**src/shared/dsw_map.svh**
```systemverilog
// Constants for the drive status word builder: bit positions, reset values and sizes.
`ifndef DSW_MAP_SVH
`define DSW_MAP_SVH

// ************************************************************
// Control word bit positions
// ************************************************************
`define DSW_CW_ON          0
`define DSW_CW_NO_COAST    1
`define DSW_CW_NO_QUICK    2
`define DSW_CW_ENABLE_OP   3
`define DSW_CW_APP_LO      4
`define DSW_CW_FAULT_ACK   7
`define DSW_CW_BUS_CTRL    10
`define DSW_CW_USER_LO     12
`define DSW_CW_USER_HI     15

// ************************************************************
// Status word bit positions
// ************************************************************
`define DSW_SW_RDY_ON      0
`define DSW_SW_RDY_OP      1
`define DSW_SW_OP_EN       2
`define DSW_SW_FAULT       3
`define DSW_SW_NO_COAST    4
`define DSW_SW_NO_QUICK    5
`define DSW_SW_ON_INHIB    6
`define DSW_SW_WARNING     7
`define DSW_SW_AT_SPEED    8
`define DSW_SW_BUS_CTRL    9
`define DSW_SW_FREQ_OK     10
`define DSW_SW_USER_LO     11
`define DSW_SW_USER_HI     15

// ************************************************************
// Sizes and reset values
// ************************************************************
`define DSW_WORD_W         16
`define DSW_USER_SIGS      16
`define DSW_SEL_W          4
`define DSW_STATUS_RESET   16'h0040
`define DSW_CW_RESET       16'h0000

`endif

```
**src/shared/dsw_pkg.sv**
```systemverilog
// Types shared by the drive status word builder modules.
package dsw_pkg;

  typedef enum logic [5:0] {
    DSW_ST_INHIBIT  = 6'h01,
    DSW_ST_READY_ON = 6'h02,
    DSW_ST_READY_OP = 6'h04,
    DSW_ST_RUN      = 6'h08,
    DSW_ST_QSTOP    = 6'h10,
    DSW_ST_FAULT    = 6'h20
  } dsw_state_type;

endpackage

```
**src/shared/dsw_user_if.sv**
```systemverilog
// Interface carrying user-mapped signal selection between the builder modules.
`timescale 1ns/10ps
`include "dsw_map.svh"
interface dsw_user_if;
  logic [`DSW_USER_SIGS-1:0]  app_sig;
  logic [5*`DSW_SEL_W-1:0]    stat_sel;
  logic [4:0]                 user_bits;

  modport top (output app_sig, output stat_sel, input user_bits);
  modport mux (input app_sig, input stat_sel, output user_bits);
endinterface

```
**src/verilog/dsw_user_mux.sv**
```systemverilog
// Selects the five user-defined status bits from application signals.
`timescale 1ns/10ps
`include "dsw_map.svh"
module dsw_user_mux
  import dsw_pkg::*;
(
  dsw_user_if.mux  bus
);

  function automatic logic dsw_pick(input logic [`DSW_USER_SIGS-1:0] sigs,
                                    input logic [`DSW_SEL_W-1:0]     sel);
    dsw_pick = sigs[sel];
  endfunction

  always_comb begin
    for (int i = 0; i < 5; i++) begin
      bus.user_bits[i] = dsw_pick(bus.app_sig, bus.stat_sel[i*`DSW_SEL_W +: `DSW_SEL_W]);
    end
  end

endmodule

```
**src/verilog/dsw_builder.sv**
```systemverilog
// Drive state machine and 16-bit drive status word builder.
// ************************************************************
// What this block does
// - Status bit 0 shows ready to switch on.
// - Status bit 1 shows ready to operate.
// - Status bit 2 shows operation enabled.
// - Bit 3 shows any fault, bit 7 shows any warning.
// - Bit 4 is low while coast stop is commanded.
// - Bit 5 is low while quick stop is commanded.
// - Bit 6 high while switching on is inhibited.
// - Bit 8 set when speed matches reference within tolerance.
// - Bit 9 clear when fieldbus commands are ignored for any cause.
// - Bit 10 set while output frequency is within motor limits.
// - Bits 11 to 15 come from configured application signals.
// - Control bits 0 to 3 drive start-up and power-down.
// - Control bits 4 to 10 carry application control functions.
// - Control bits 12 to 15 are configurable by parameters.
// - State changes from control bits 0 to 3 and from faults; status shows state.
// - Simultaneous requests resolve by fixed priority.
// - Control bit 10 high accepts process data, low ignores it.
// - Faults are acknowledged only on a rising edge of bit 7.
// ************************************************************
`timescale 1ns/10ps
`include "dsw_map.svh"
module dsw_builder
  import dsw_pkg::*;
(
  input  wire logic                       clock,
  input  wire logic                       resetn,
  input  wire logic [`DSW_WORD_W-1:0]     drive_control_word,
  input  wire logic                       fault_present,
  input  wire logic                       warning_present,
  input  wire logic                       speed_at_reference,
  input  wire logic                       freq_within_limits,
  input  wire logic                       panel_local_mode,
  input  wire logic                       tool_has_control,
  input  wire logic                       fieldbus_in_places,
  input  wire logic [`DSW_USER_SIGS-1:0]  app_signals,
  input  wire logic [5*`DSW_SEL_W-1:0]    status_bit_select,
  output logic [`DSW_WORD_W-1:0]          drive_status_word,
  output logic [6:0]                      app_control_bits,
  output logic [3:0]                      user_control_bits,
  output logic                            fault_ack_pulse
);

  // ************************************************************
  // Control acceptance
  // ************************************************************
  logic                    bus_ctrl;
  logic [`DSW_WORD_W-1:0]  held_cw_ff;
  logic [`DSW_WORD_W-1:0]  nxt_held_cw;
  logic [`DSW_WORD_W-1:0]  cw;
  logic                    ack_bit_ff;
  logic                    fault_ff;
  logic                    ack_rise;

  // The fieldbus is ignored for any of the four causes.
  function automatic logic dsw_accept(input logic take_bit,
                                      input logic local_mode,
                                      input logic tool_ctrl,
                                      input logic bus_place);
    dsw_accept = take_bit & ~local_mode & ~tool_ctrl & bus_place;
  endfunction

  // Holding the last word rather than clearing it means a handover to local control
  // does not by itself stop the drive; the local place must command the stop.
  assign bus_ctrl = dsw_accept(drive_control_word[`DSW_CW_BUS_CTRL], panel_local_mode,
                               tool_has_control, fieldbus_in_places);

  // While process data is ignored the last accepted word stays in force.
  assign nxt_held_cw = bus_ctrl ? drive_control_word : held_cw_ff;
  assign cw = nxt_held_cw;

  always_ff @(posedge clock or negedge resetn) begin
    if (!resetn) begin
      held_cw_ff <= `DSW_CW_RESET;
    end else begin
      held_cw_ff <= nxt_held_cw;
    end
  end

  // ************************************************************
  // Fault acknowledge edge
  // ************************************************************
  // A level held high never acknowledges twice.
  function automatic logic dsw_rise(input logic now_level, input logic last_level);
    dsw_rise = now_level & ~last_level;
  endfunction

  // The edge is taken on the accepted word, so a refused telegram cannot acknowledge.
  assign ack_rise = dsw_rise(cw[`DSW_CW_FAULT_ACK], ack_bit_ff);

  always_ff @(posedge clock or negedge resetn) begin
    if (!resetn) begin
      ack_bit_ff <= 1'b0;
    end else begin
      ack_bit_ff <= cw[`DSW_CW_FAULT_ACK];
    end
  end

  always_ff @(posedge clock or negedge resetn) begin
    if (!resetn) begin
      fault_ack_pulse <= 1'b0;
    end else begin
      fault_ack_pulse <= ack_rise;
    end
  end

  // A new fault wins over an acknowledge in the same cycle.
  always_ff @(posedge clock or negedge resetn) begin
    if (!resetn) begin
      fault_ff <= 1'b0;
    end else if (fault_present) begin
      fault_ff <= 1'b1;
    end else if (ack_rise) begin
      fault_ff <= 1'b0;
    end
  end

  // ************************************************************
  // Drive state machine
  // ************************************************************
  dsw_state_type state_ff;
  dsw_state_type nxt_state;
  logic          on_cmd;
  logic          coast_cmd;
  logic          quick_cmd;
  logic          enable_cmd;

  assign on_cmd     = cw[`DSW_CW_ON];
  assign coast_cmd  = ~cw[`DSW_CW_NO_COAST];
  assign quick_cmd  = ~cw[`DSW_CW_NO_QUICK];
  assign enable_cmd = cw[`DSW_CW_ENABLE_OP];

  // Either stop request drops a ready drive back to inhibit.
  function automatic logic dsw_stop_req(input logic coast_req, input logic quick_req);
    dsw_stop_req = coast_req | quick_req;
  endfunction

  // Priority: fault, then coast stop, then quick stop, then off, then enable.
  always_comb begin
    nxt_state = state_ff;
    if (fault_ff) begin
      nxt_state = DSW_ST_FAULT;
    end else begin
      case (state_ff)
        DSW_ST_FAULT: begin
          nxt_state = DSW_ST_INHIBIT;
        end
        DSW_ST_INHIBIT: begin
          // Switching on needs off, no coast and no quick stop first.
          if (!on_cmd && !coast_cmd && !quick_cmd) begin
            nxt_state = DSW_ST_READY_ON;
          end
        end
        DSW_ST_READY_ON: begin
          if (dsw_stop_req(coast_cmd, quick_cmd)) begin
            nxt_state = DSW_ST_INHIBIT;
          end else if (on_cmd) begin
            nxt_state = DSW_ST_READY_OP;
          end
        end
        DSW_ST_READY_OP: begin
          if (dsw_stop_req(coast_cmd, quick_cmd)) begin
            nxt_state = DSW_ST_INHIBIT;
          end else if (!on_cmd) begin
            nxt_state = DSW_ST_READY_ON;
          end else if (enable_cmd) begin
            nxt_state = DSW_ST_RUN;
          end
        end
        DSW_ST_RUN: begin
          if (coast_cmd) begin
            nxt_state = DSW_ST_INHIBIT;
          end else if (quick_cmd) begin
            nxt_state = DSW_ST_QSTOP;
          end else if (!on_cmd) begin
            nxt_state = DSW_ST_READY_ON;
          end else if (!enable_cmd) begin
            nxt_state = DSW_ST_READY_OP;
          end
        end
        DSW_ST_QSTOP: begin
          // Quick stop ends in inhibit once the command is released.
          if (coast_cmd || !quick_cmd) begin
            nxt_state = DSW_ST_INHIBIT;
          end
        end
        default: begin
          nxt_state = DSW_ST_INHIBIT;
        end
      endcase
    end
  end

  always_ff @(posedge clock or negedge resetn) begin
    if (!resetn) begin
      state_ff <= DSW_ST_INHIBIT;
    end else begin
      state_ff <= nxt_state;
    end
  end

  // ************************************************************
  // Application and user control outputs
  // ************************************************************
  // Bits 10 to 4 are passed on as accepted, with no interpretation here.
  always_ff @(posedge clock or negedge resetn) begin
    if (!resetn) begin
      app_control_bits <= 7'h00;
    end else begin
      app_control_bits <= cw[`DSW_CW_BUS_CTRL:`DSW_CW_APP_LO];
    end
  end

  // Bits 15 to 12 get their meaning from the parameter mapping downstream.
  always_ff @(posedge clock or negedge resetn) begin
    if (!resetn) begin
      user_control_bits <= 4'h0;
    end else begin
      user_control_bits <= cw[`DSW_CW_USER_HI:`DSW_CW_USER_LO];
    end
  end

  // ************************************************************
  // User status bit selection
  // ************************************************************
  dsw_user_if user_if ();

  assign user_if.app_sig  = app_signals;
  assign user_if.stat_sel = status_bit_select;

  dsw_user_mux u_user_mux (
    .bus (user_if.mux)
  );

  // ************************************************************
  // State decoding
  // ************************************************************
  // Every status bit that reports the state reads through one of these functions, so
  // the word and the state machine cannot drift apart when a state is added.

  // Ready to switch on holds in ready on, ready to operate and run, but not in quick stop or fault.
  function automatic logic dsw_is_ready_on(input dsw_state_type st);
    dsw_is_ready_on = (st == DSW_ST_READY_ON) || (st == DSW_ST_READY_OP)
                      || (st == DSW_ST_RUN);
  endfunction

  // Ready to operate holds once the drive is switched on.
  function automatic logic dsw_is_ready_op(input dsw_state_type st);
    dsw_is_ready_op = (st == DSW_ST_READY_OP) || (st == DSW_ST_RUN);
  endfunction

  // Quick stop is not counted as running, so the enabled bit drops at once.
  function automatic logic dsw_is_running(input dsw_state_type st);
    dsw_is_running = (st == DSW_ST_RUN);
  endfunction

  // A drive in fault cannot be switched on until the fault is acknowledged.
  function automatic logic dsw_is_inhibited(input dsw_state_type st);
    dsw_is_inhibited = (st == DSW_ST_INHIBIT) || (st == DSW_ST_FAULT);
  endfunction

  // ************************************************************
  // Status word assembly
  // ************************************************************
  logic [`DSW_WORD_W-1:0] nxt_status;

  always_comb begin
    nxt_status = '0;
    nxt_status[`DSW_SW_RDY_ON]   = dsw_is_ready_on(state_ff);
    nxt_status[`DSW_SW_RDY_OP]   = dsw_is_ready_op(state_ff);
    nxt_status[`DSW_SW_OP_EN]    = dsw_is_running(state_ff);
    nxt_status[`DSW_SW_FAULT]    = fault_ff;
    nxt_status[`DSW_SW_NO_COAST] = ~coast_cmd;
    nxt_status[`DSW_SW_NO_QUICK] = ~quick_cmd;
    nxt_status[`DSW_SW_ON_INHIB] = dsw_is_inhibited(state_ff);
    nxt_status[`DSW_SW_WARNING]  = warning_present;
    nxt_status[`DSW_SW_AT_SPEED] = speed_at_reference;
    nxt_status[`DSW_SW_BUS_CTRL] = bus_ctrl;
    nxt_status[`DSW_SW_FREQ_OK]  = freq_within_limits;
    nxt_status[`DSW_SW_USER_HI:`DSW_SW_USER_LO] = user_if.user_bits;
  end

  // ************************************************************
  // Status word registers
  // ************************************************************
  // The word is kept as four fields, one register per concern. All of them load on
  // the same edge, so a fieldbus read still sees one consistent cycle.
  localparam logic [`DSW_WORD_W-1:0] STATUS_RESET = `DSW_STATUS_RESET;

  logic [`DSW_SW_OP_EN:`DSW_SW_RDY_ON]      sw_state_ff;
  logic [`DSW_SW_WARNING:`DSW_SW_FAULT]     sw_cond_ff;
  logic [`DSW_SW_FREQ_OK:`DSW_SW_AT_SPEED]  sw_mon_ff;
  logic [`DSW_SW_USER_HI:`DSW_SW_USER_LO]   sw_user_ff;

  // Ready and enabled bits, one edge behind the state register.
  always_ff @(posedge clock or negedge resetn) begin
    if (!resetn) begin
      sw_state_ff <= STATUS_RESET[`DSW_SW_OP_EN:`DSW_SW_RDY_ON];
    end else begin
      sw_state_ff <= nxt_status[`DSW_SW_OP_EN:`DSW_SW_RDY_ON];
    end
  end

  // Fault, stop, inhibit and warning bits.
  always_ff @(posedge clock or negedge resetn) begin
    if (!resetn) begin
      sw_cond_ff <= STATUS_RESET[`DSW_SW_WARNING:`DSW_SW_FAULT];
    end else begin
      sw_cond_ff <= nxt_status[`DSW_SW_WARNING:`DSW_SW_FAULT];
    end
  end

  // Speed match, bus control and frequency limit bits follow their inputs with no
  // filtering, so a chattering monitor shows up here unchanged.
  always_ff @(posedge clock or negedge resetn) begin
    if (!resetn) begin
      sw_mon_ff <= STATUS_RESET[`DSW_SW_FREQ_OK:`DSW_SW_AT_SPEED];
    end else begin
      sw_mon_ff <= nxt_status[`DSW_SW_FREQ_OK:`DSW_SW_AT_SPEED];
    end
  end

  // A change of the select fields shows on the next edge, never half way.
  always_ff @(posedge clock or negedge resetn) begin
    if (!resetn) begin
      sw_user_ff <= STATUS_RESET[`DSW_SW_USER_HI:`DSW_SW_USER_LO];
    end else begin
      sw_user_ff <= nxt_status[`DSW_SW_USER_HI:`DSW_SW_USER_LO];
    end
  end

  assign drive_status_word = {sw_user_ff, sw_mon_ff, sw_cond_ff, sw_state_ff};

endmodule

```
**config.mk**
```make
export PLATFORM = sky130hd
export DESIGN_NAME = dsw_builder
export DESIGN_NICKNAME = d
export VERILOG_FILES = /design/src/shared/dsw_pkg.sv /design/src/shared/dsw_user_if.sv /design/src/verilog/dsw_user_mux.sv /design/src/verilog/dsw_builder.sv
export VERILOG_INCLUDE_DIRS = /design/src /design/src/shared
export SDC_FILE = /design/constraint.sdc
export NUM_CORES = 1
export LEC_CHECK = 0
export ABC_AREA = 1
export BUFFER_PORTS_ARGS = -buffer_cell sky130_fd_sc_hd__buf_2
export CORE_AREA = 2 2 98 100
export DETAILED_ROUTE_END_ITERATION = 10
export DIE_AREA = 0 0 100 102
export GPL_TIMING_DRIVEN = 0
export PLACE_DENSITY = 0.55
export SKIP_LAST_GASP = 1
export SLEW_MARGIN = 15
export SYNTH_ARGS = -nofsm -noshare
export SYNTH_HDL_FRONTEND = slang
export SYNTH_SLANG_ARGS = --single-unit
```
**constraint.sdc**
```tcl
create_clock -name clock -period 1.3 [get_ports clock]
set_input_delay 0.065 -clock clock [delete_from_list [all_inputs] [get_ports clock]]
set_output_delay 0.065 -clock clock [all_outputs]
set_load 0.01 [all_outputs]
```
Word-level counts from Yosys, hierarchy flattened
Cells that the tools add are included.
Widths: inputs -> output; s select.

storage, ports and cells
  input port bits = 61
  register bits after elaboration = 52
  logic and storage cells = 74
  output and inout port bits = 28

cells by class
  $lt $le $gt $ge = 5
  reduce and logical (&&, ||, !) cells = 10
  bitwise operators = 10
  mux-type cells = 26
  equal/unequal tests = 11

operators by type and width
  cell                number
  $mux 6              12
  $pmux 6 s5          1
  $lt 4x5->1 const B  5
  $bmux 1 s4          5
  $mux 16             1
  $mux 1              7
  $eq 6x1->1 const B  1
  $eq 6x2->1 const B  1
  $eq 6x3->1 const B  1
  $eq 6x4->1 const B  1
  $eq 6x5->1 const B  1
  $eq 6x6->1 const B  1
  $ne 3x3->1 const B  2
  $ne 6x6->1 const B  1
  $logic_or 1x1->1    5
  $ne 5x5->1 const B  1
  $not 1->1           5
  $reduce_and 5->1    1
  $and 1x1->1         4
  $ne 4x4->1 const B  1
  $logic_and 1x1->1   2
  $reduce_bool 2->1   1
  $logic_not 1->1     1
  $or 1x1->1          1

Logic depth before layout (Yosys ltp)
Gate-level depths: netlist of the first run.

  depth in word-level cells = 11
  gate-level depth with buffers = 13
  gate-level depth less buffers = 13

Hierarchy
From an unflattened synthesis of the first run, not the netlist that was laid out.

unflattened totals
  cell total of the unflattened synthesis = 385
  area total of the unflattened synthesis = 2,563.7 um^2

modules (own cells, without submodules)
  module        area each (um^2)  seq. area each (um^2)  cells each  instances
  dsw_builder   1,690.4           928.4                  189         1
  dsw_user_mux  873.3             0.0                    196         1

Worst setup path before layout of the first run
Ideal clock, no wire load.

  path type = reg2reg
  start point = register state_ff[5]
  end point = register state_ff[2]
  library setup time = 0.118 ns
  clock period less this slack = 1.360 ns
  cell stages (with the launch flop) = 11
  arrival time = 1.242 ns
  buffers on the path = 0
  required time = 1.182 ns
  path slack = -0.060 ns
  path through = dfrtp_1 nor2_1 nand3_1 nor2_1 nand2_2 inv_2 nand2_2 nand2_1 nor2_2 nand3_1 nand2_1

between the ends
  cells in the longest elaborated chain, start to end = 3
  elaborated cells on any way between the ends = 13
  those cells by class = eq/ne (10); mux (2); reduce/logical (1)

ends and longest elaborated chain
  element                                               RTL line            RTL
  start: declaration                                    dsw_builder.sv:123  dsw_state_type state_ff;
  start signal: assignment                              dsw_builder.sv:200  state_ff <= nxt_state;
  $eq 6x4->1 (tied with other cells)                    dsw_builder.sv:146  case (state_ff)
  $ne 6x6->1 (no line) (tied with other cells)          n/a
  $reduce_and 5->1 (no line) or $mux 6 (tied branches)  n/a

Parallel ways exist; a longest one is shown, timed or not.
A chain may end at the register's enable or synchronous reset.

Worst setup path after layout of the first run
  start point = register state_ff[5]
  end point = register state_ff[1]

Same word-level chain as after synthesis.

==> results of run 1 <==
-- worst paths after layout --
kind / from / end / slack, ns / cells after the start
max: state_ff[5]$_DFFE_PN0P_ / state_ff[1]$_DFFE_PN0P_ / -0.14 / 9
min: status_bit_select[11] / sw_user_ff[13]$_DFF_PN0_ / 0.04 / 2
max reg2reg: state_ff[5]$_DFFE_PN0P_ / state_ff[1]$_DFFE_PN0P_ / -0.14 / 9
min reg2reg: held_cw_ff[10]$_DFFE_PN0N_ / held_cw_ff[10]$_DFFE_PN0N_ / 0.48 / 1
max in group asynchronous: resetn / state_ff[2]$_DFFE_PN0P_ / 0.32 / 2
min in group asynchronous: resetn / sw_mon_ff[9]$_DFF_PN0_ / 0.42 / 2
-- repair_timing --
item / 4_1_cts / 5_1_grt
endpoints found under the setup margin: 5 / 5
pin swaps: 4 / 3
cloned: 0 / 0
gates resized for setup: 11 / 18
buffers inserted: 1 / 2
endpoints found under the hold margin: 52 / 0
hold buffers: 18 / 0
-- power by group through the flow --
stage / registers [µW] / logic, µW / clock network [µW]
2_1_floorplan: 1350 / 502 / 0
3_3_place_gp: 1340 / 816 / 0
3_5_place_dp: 1350 / 826 / 0
4_1_cts: 1330 / 871 / 894
5_1_grt: 1340 / 971 / 951
6_report: 1330 / 870 / 857
-- worst register-to-register path, delay by kind of cell, from the launching register on --
kind,cells,cell delay [ns]
buffers and inverters,2,0.21
flip-flops,1,0.41
AND/OR/NAND/NOR,7,0.70
-- area by class of cell --
cell class | instances | area (µm²)
clock buffers | 7 | 96.3
plain buffers | 30 | 173
repair buffers | 100 | 602
multi-input cells | 244 | 1310
well taps | 111 | 139
flip-flops and latches | 37 | 930
fillers | 989 | 5740
inverters | 31 | 116
clock inverters | 1 | 5.00
-- cell families after synthesis --
logic type	count (synthesis)	share of synthesized area, %
simple gates	163	30.5
compound gates	81	19.3
buf+inv	61	11.9
flops	37	38.3
-- cells in the final DEF (no fill, tap or decap), types with 4 or more instances in the layout --
master and n:
nand2_1 84, buf_2 82, dfrtp_1 34, o21ai_0 29, a21oi_1 27, inv_1 26, nand3_1 22, dlygate4sd3_1 18
nor2_1 16, o211ai_1 15, buf_4 15, clkbuf_1 13, nand2_2 11, nor2_4 8, clkbuf_8 7, inv_2 5
nand2_4 4, nor2_2 4, o31ai_1 4
-- through the flow --
stage | util [%] | hold slack (ns) | setup TNS, ns | cells
final | 37.0 | 0.0364 | -0.580 | 561
after global routing | 37.0 | 0.0523 | -1.10 | 561
after CTS | 36.2 | 0.0305 | -0.410 | 559
after detailed placement | 32.5 | 0.174 | -0.867 | 532
after global placement | 32.5 | 0.175 | -0.851 | 532
after floorplan | - | -0.231 | 0 | 342
-- flip-flops by register name, indices dropped and copies added (netlist names) --
register and cells:
app_control_bits 6, state_ff 6, sw_user_ff 5, held_cw_ff 4, sw_mon_ff 3, fault_ack_pulse 1
sw_state_ff 3, fault_ff 1, user_control_bits 3, sw_cond_ff 5
-- Yosys cell counts, types with 4 or more instances --
| cell | instances | area share, % |
|---|---|---|
| clkbuf_1 | 13 | 2.0 |
| o211ai_1 | 15 | 4.6 |
| dfrtp_1 | 35 | 36 |
| nand2_2 | 7 | 1.8 |
| nand2_4 | 4 | 1.9 |
| nand3_1 | 27 | 5.6 |
| buf_4 | 13 | 4.0 |
| inv_1 | 29 | 4.5 |
| a21oi_1 | 28 | 5.8 |
| o21ai_0 | 30 | 6.2 |
| nand2_1 | 88 | 14 |
| nor2_1 | 23 | 3.6 |
| o31ai_1 | 4 | 1.2 |
-- per-layer routing --
layer	up-vias	wire length, µm	global-route usage [%]	share of wire, %
met5	-	0	0	0
met4	0	119	3.79	1.7
met3	13	527	2.74	7.5
met2	111	3460	25.8	49
met1	1231	2970	17.1	42
li1	1324	-	-	-
==> results.toml, run 1 <==
[setup_path]
cpMostUsedCell = "nor2_4"
crit_type = "reg2reg"
crit_arrival_ns = 1.61
critPathMaxFanout = 4
cp_slowest_stage_delay_ns = 0.41
start_kind = "flip-flop"
cp.required_ns = 1.47
endpoint_kind = "flip-flop"
crit_buf_inv = 2
cp_slowest_cell = "dfrtp_1"
critPathTopFamily = "simple AND/OR/NAND/NOR gates"
worstPathCellList = "nor2_4, buf_6, nand3_4, inv_2, nand2_2, nor2_2, nor2_4, nand3_1, nand2_1"

[layout]
nNetsFinal = 510
diodes = 0
syn_to_final_growth_pct = 39.1
design_area_mm2 = 0.00337
drive_gt1_share_pct = 33.3

[power]
switching_share_pct = 29.8
power_switching_uw = 909
p_leak_uw = 0.00173
p_seq_share_pct = 43.5
irDropWorstVdd_uv = 333
p_total_uw = 3050
internal_power_uw = 2150
power_density_mw_per_mm2 = 906
clkPwrFrac_pct = 28.1
combPwrFrac_pct = 28.5

[hold_path]
hold_class = "in2reg"

[placement]
dp_slack_ns = -0.189
dpl_cell_area_mm2 = 0.00296
place_congestion = 0.831
io_buffer_count = 79
hpwl_mm = 5.30

[clock_network]
cts_tree = "built"
cts_made_buffers = 5
root_buffer = "clkbuf_8"
clockBufferDepth = 2
clkSinkCount = 37
htree_num_levels = 2
clkTransAtPathRegs_ns = 0.07
clk_latency_ns = 0.28

[run]
max_cap_viol_count = 0

[die]
chipWidth_um = 100
num_io_pins = 89
core_area_mm2 = 0.00911
start_util_pct = 26.6
die_height_um = 102
die-area_mm2 = 0.0102
row_count = 35

[outcome]
status = "finished, violations left"
violations = "negative setup slack"

[synthesis]
avgSynthCellArea_um2 = 7.09
synthArstFlopShare_pct = 100
synth_fp_nets = 403
synth_cell_types = 25
yosysWarnings = 0
yosys_most_used_dff = "dfrtp_1"
seq_area_frac_synth_pct = 38.3
netlist_instances = 342
ys_ff_latch = 37
synth_edf_count = 0
netlist_area_mm2 = 0.00242

[timing]
fin_ws_ns = -0.138
finClkSkew_ns = 0.00397
setup_viol = 5
period_minus_slack_ns = 1.44
slew_violations = 0
worstMarginPinSlew_ns = 0.819
hold_viol = 0
fin_crit_sh_pct = 111
clock.fmax_ghz = 0.695
maxSlewHeadroom_pct = 45.4
rsz0062_at_grt = "yes"

[grt]
grt_max_degree = 38
grt_pass1_vias = 2489
grt_usage_pct = 14.1
antenna_found_initial = 0
grt_pass1_wl_mm = 11.7
gr-total-overflow = 0

[routing]
drt-vias-per-instance = 4.78
wirelength_mm = 7.07
vias = 2679
first_iter_violations = 96
ant_nets = 0
drc = 0
drt_first_pass_iters = 4
wl_per_cell_um = 12.6
(Power assumes the default switching activity.)
==> run 2, diff against run 1 <==
Settings changed: ABC_AREA 1 to unset, CORE_AREA 2 2 98 100 to 2 2 93 95, DIE_AREA 0 0 100 102 to 0 0 95 97, PLACE_DENSITY 0.55 to 0.56.
==> run 2 against run 1 <==
Compared with the run above: the flow still finishes with violations (negative setup slack); die area is 9.7% lower; non-clock buffer count is 2 lower; total power is 3.7% lower; maximum frequency is 28% lower; critical endpoint is now state_ff[4]$_DFFE_PN0P_; largest cell class unchanged; largest power group unchanged; highest routed layer unchanged.
==> results.toml, run 2 <==
[outcome]
status = "finished, violations left"
violations = "negative setup slack"

[timing]
rsz0062_at_grt = "yes"
fin_crit_sh_pct = 154
setup_viol = 7
slew_violations = 0
finClkSkew_ns = 0.00150
maxSlewHeadroom_pct = 43.6
period_minus_slack_ns = 2.01
fin_hold_ws_ns = 0.0359
worstMarginPinSlew_ns = 0.846
clock.fmax_ghz = 0.498
fin_ws_ns = -0.707
hold_viol = 0

[routing]
wl_per_cell_um = 14.5
wirelength_mm = 5.76
drt-vias-per-instance = 4.73
vias = 1882
first_iter_violations = 49
drc = 0
drt_first_pass_iters = 4
ant_nets = 0

[placement]
dpl_cell_area_mm2 = 0.00272
place_congestion = 0.881
dp_slack_ns = -0.751
placedCellCount = 368
hpwl_mm = 4.12
io_buffer_count = 87

[setup_path]
crit_arrival_ns = 2.22
start_kind = "flip-flop"
cp.required_ns = 1.51
crit_type = "reg2reg"
endpoint_kind = "flip-flop"
critPathMaxFanout = 3

[layout]
final_cell_mix = "87 x buf_2, 36 x nand2_1, 35 x dfrtp_1"
post-route-util_pct = 37.7
design_area_mm2 = 0.00307
diodes = 0
drive_gt1_share_pct = 52.2
mostFrequentLayoutCell = "buf_2"
final-instance-count-excl-fill = 398
syn_to_final_growth_pct = 42.4
nNetsFinal = 354
reg_top3 = "app_control_bits: 6 flops, state_ff: 6 flops"

[die]
die-area_mm2 = 0.00922
chipWidth_um = 95
num_io_pins = 89
start_util_pct = 26.5
row_count = 33
die_height_um = 97
core_area_mm2 = 0.00813

[synthesis]
yosysWarnings = 0
seq_area_frac_synth_pct = 43.1
yosys-top-cells-count = "37 x nand2_1, 35 x dfrtp_1, 25 x mux4_2"
netlist_instances = 176
yosys_most_used_dff = "dfrtp_1"
synth_fp_nets = 237
synthArstFlopShare_pct = 100
yosysTopAreaCellShare_pct = 40.7
avgSynthCellArea_um2 = 12.2
post-synth-top-count-cell = "nand2_1"
synth_cell_types = 39
yosys.area.top_type = "dfrtp_1"
synthTopCellsByArea = "dfrtp_1 41%, mux4_2 26%, nand2_1 6.4%, buf_4 4.5%, dfstp_2 2.4%"
synth_edf_count = 0
netlist_area_mm2 = 0.00215
ys_ff_latch = 37

[grt]
antenna_found_initial = 0
gr-total-overflow = 0
grt_pass1_vias = 1943
grt_usage_pct = 12.6
grt_pass1_wl_mm = 9.23
grt_max_degree = 38

[clock_network]
clk_latency_ns = 0.28
root_buffer = "clkbuf_8"
cts_tree = "built"
htree_num_levels = 2
clkSinkCount = 37
clockBufferDepth = 2
cts_made_buffers = 5
clkTransAtPathRegs_ns = 0.07

[run]
max_cap_viol_count = 0

[hold_path]
hold_class = "in2reg"

[power]
p_leak_uw = 0.00146
power_density_mw_per_mm2 = 958
irDropWorstVdd_uv = 383
[run 2: cell count changes after synthesis, moves of 23 or more]
| cell | before | now |
|---|---|---|
| nand2_1 | 88 | 37 |
| o21ai_0 | 30 | 2 |
| a21oi_1 | 28 | 3 |
| mux4_2 | 0 | 25 |
| nand3_1 | 27 | 3 |
| inv_1 | 29 | 6 |
[run 2: final timing paths]
path	from	to	slack, ns	cells after the start
setup / recovery	state_ff[3]$_DFFE_PN0P_	state_ff[4]$_DFFE_PN0P_	-0.71	5
hold / removal	drive_control_word[0]	held_cw_ff[0]$_DFF_PN0_	0.04	3
setup reg to reg	state_ff[3]$_DFFE_PN0P_	state_ff[4]$_DFFE_PN0P_	-0.71	5
hold reg to reg	held_cw_ff[10]$_DFFE_PN0N_	held_cw_ff[10]$_DFFE_PN0N_	0.47	1
max in group asynchronous	resetn	user_control_bits[0]$_DFFE_PN0N_	0.34	2
min in group asynchronous	resetn	held_cw_ff[10]$_DFFE_PN0N_	0.41	2
[run 2: cells by family (layout without fill, tap and decap cells)]
kind of cell	count (synthesis)	count (layout)	share of synthesized area [%]
muxes	30	30	28.5
DFF	37	37	43.1
AOI/OAI and AO/OA	14	14	4.88
xor gates and xnor gates	2	2	0.813
and+or+nand+nor	68	68	16.1
buffers and inverters	25	142	6.62
[run 2: report_power, final]
part           internal, µW  total (µW)  switching [µW]
registers              1270        1350            76.4
clock network           420         798             378
logic                   451         793             342
total                  2140        2940             796
[run 2: per-layer routing]
| layer | up-vias | wire length, µm | global-route usage, % |
|---|---|---|---|
| met3 | 8 | 446 | 3.27 |
| met1 | 907 | 2390 | 15.6 |
| met4 | 0 | 87 | 4.24 |
| met2 | 89 | 2840 | 21.2 |
| met5 | - | 0 | 0 |
| li1 | 878 | - | - |
[run 2: area by class of cell]
| cell class | instances | area [µm²] |
|---|---|---|
| clock buffer | 7 | 86.3 |
| multi-input combinational | 114 | 1120 |
| fill | 812 | 5070 |
| timing repair buffer | 111 | 661 |
| inverter | 7 | 26.3 |
| sequential | 37 | 928 |
| buffer | 17 | 114 |
| tap | 105 | 131 |
[run 2: timing repair]
action | 4_1_cts | 5_1_grt
buffers inserted | 4 | 5
pin swaps | 0 | 4
endpoints found under the hold margin | 49 | 0
endpoints found under the setup margin | 8 | 10
hold buffers | 15 | 0
gates resized for setup | 1 | 11
[run 2: per-stage QoR]
| stage | TNS [ns] | power (µW) |
|---|---|---|
| 2_1_floorplan | -2.40 | 1790 |
| 3_3_place_gp | -5.26 | 2110 |
| 3_5_place_dp | -5.50 | 2130 |
| 4_1_cts | -4.02 | 2980 |
| 5_1_grt | -3.42 | 3130 |
| 6_report | -2.89 | 2940 |
[run 2: critical path, stage by stage (launching register included)]
cell and delay (ns):
dfrtp_1 0.39, or4_4 0.54, or3b_1 0.38, o32a_2 0.22, o32a_1 0.30, nor3_2 0.10
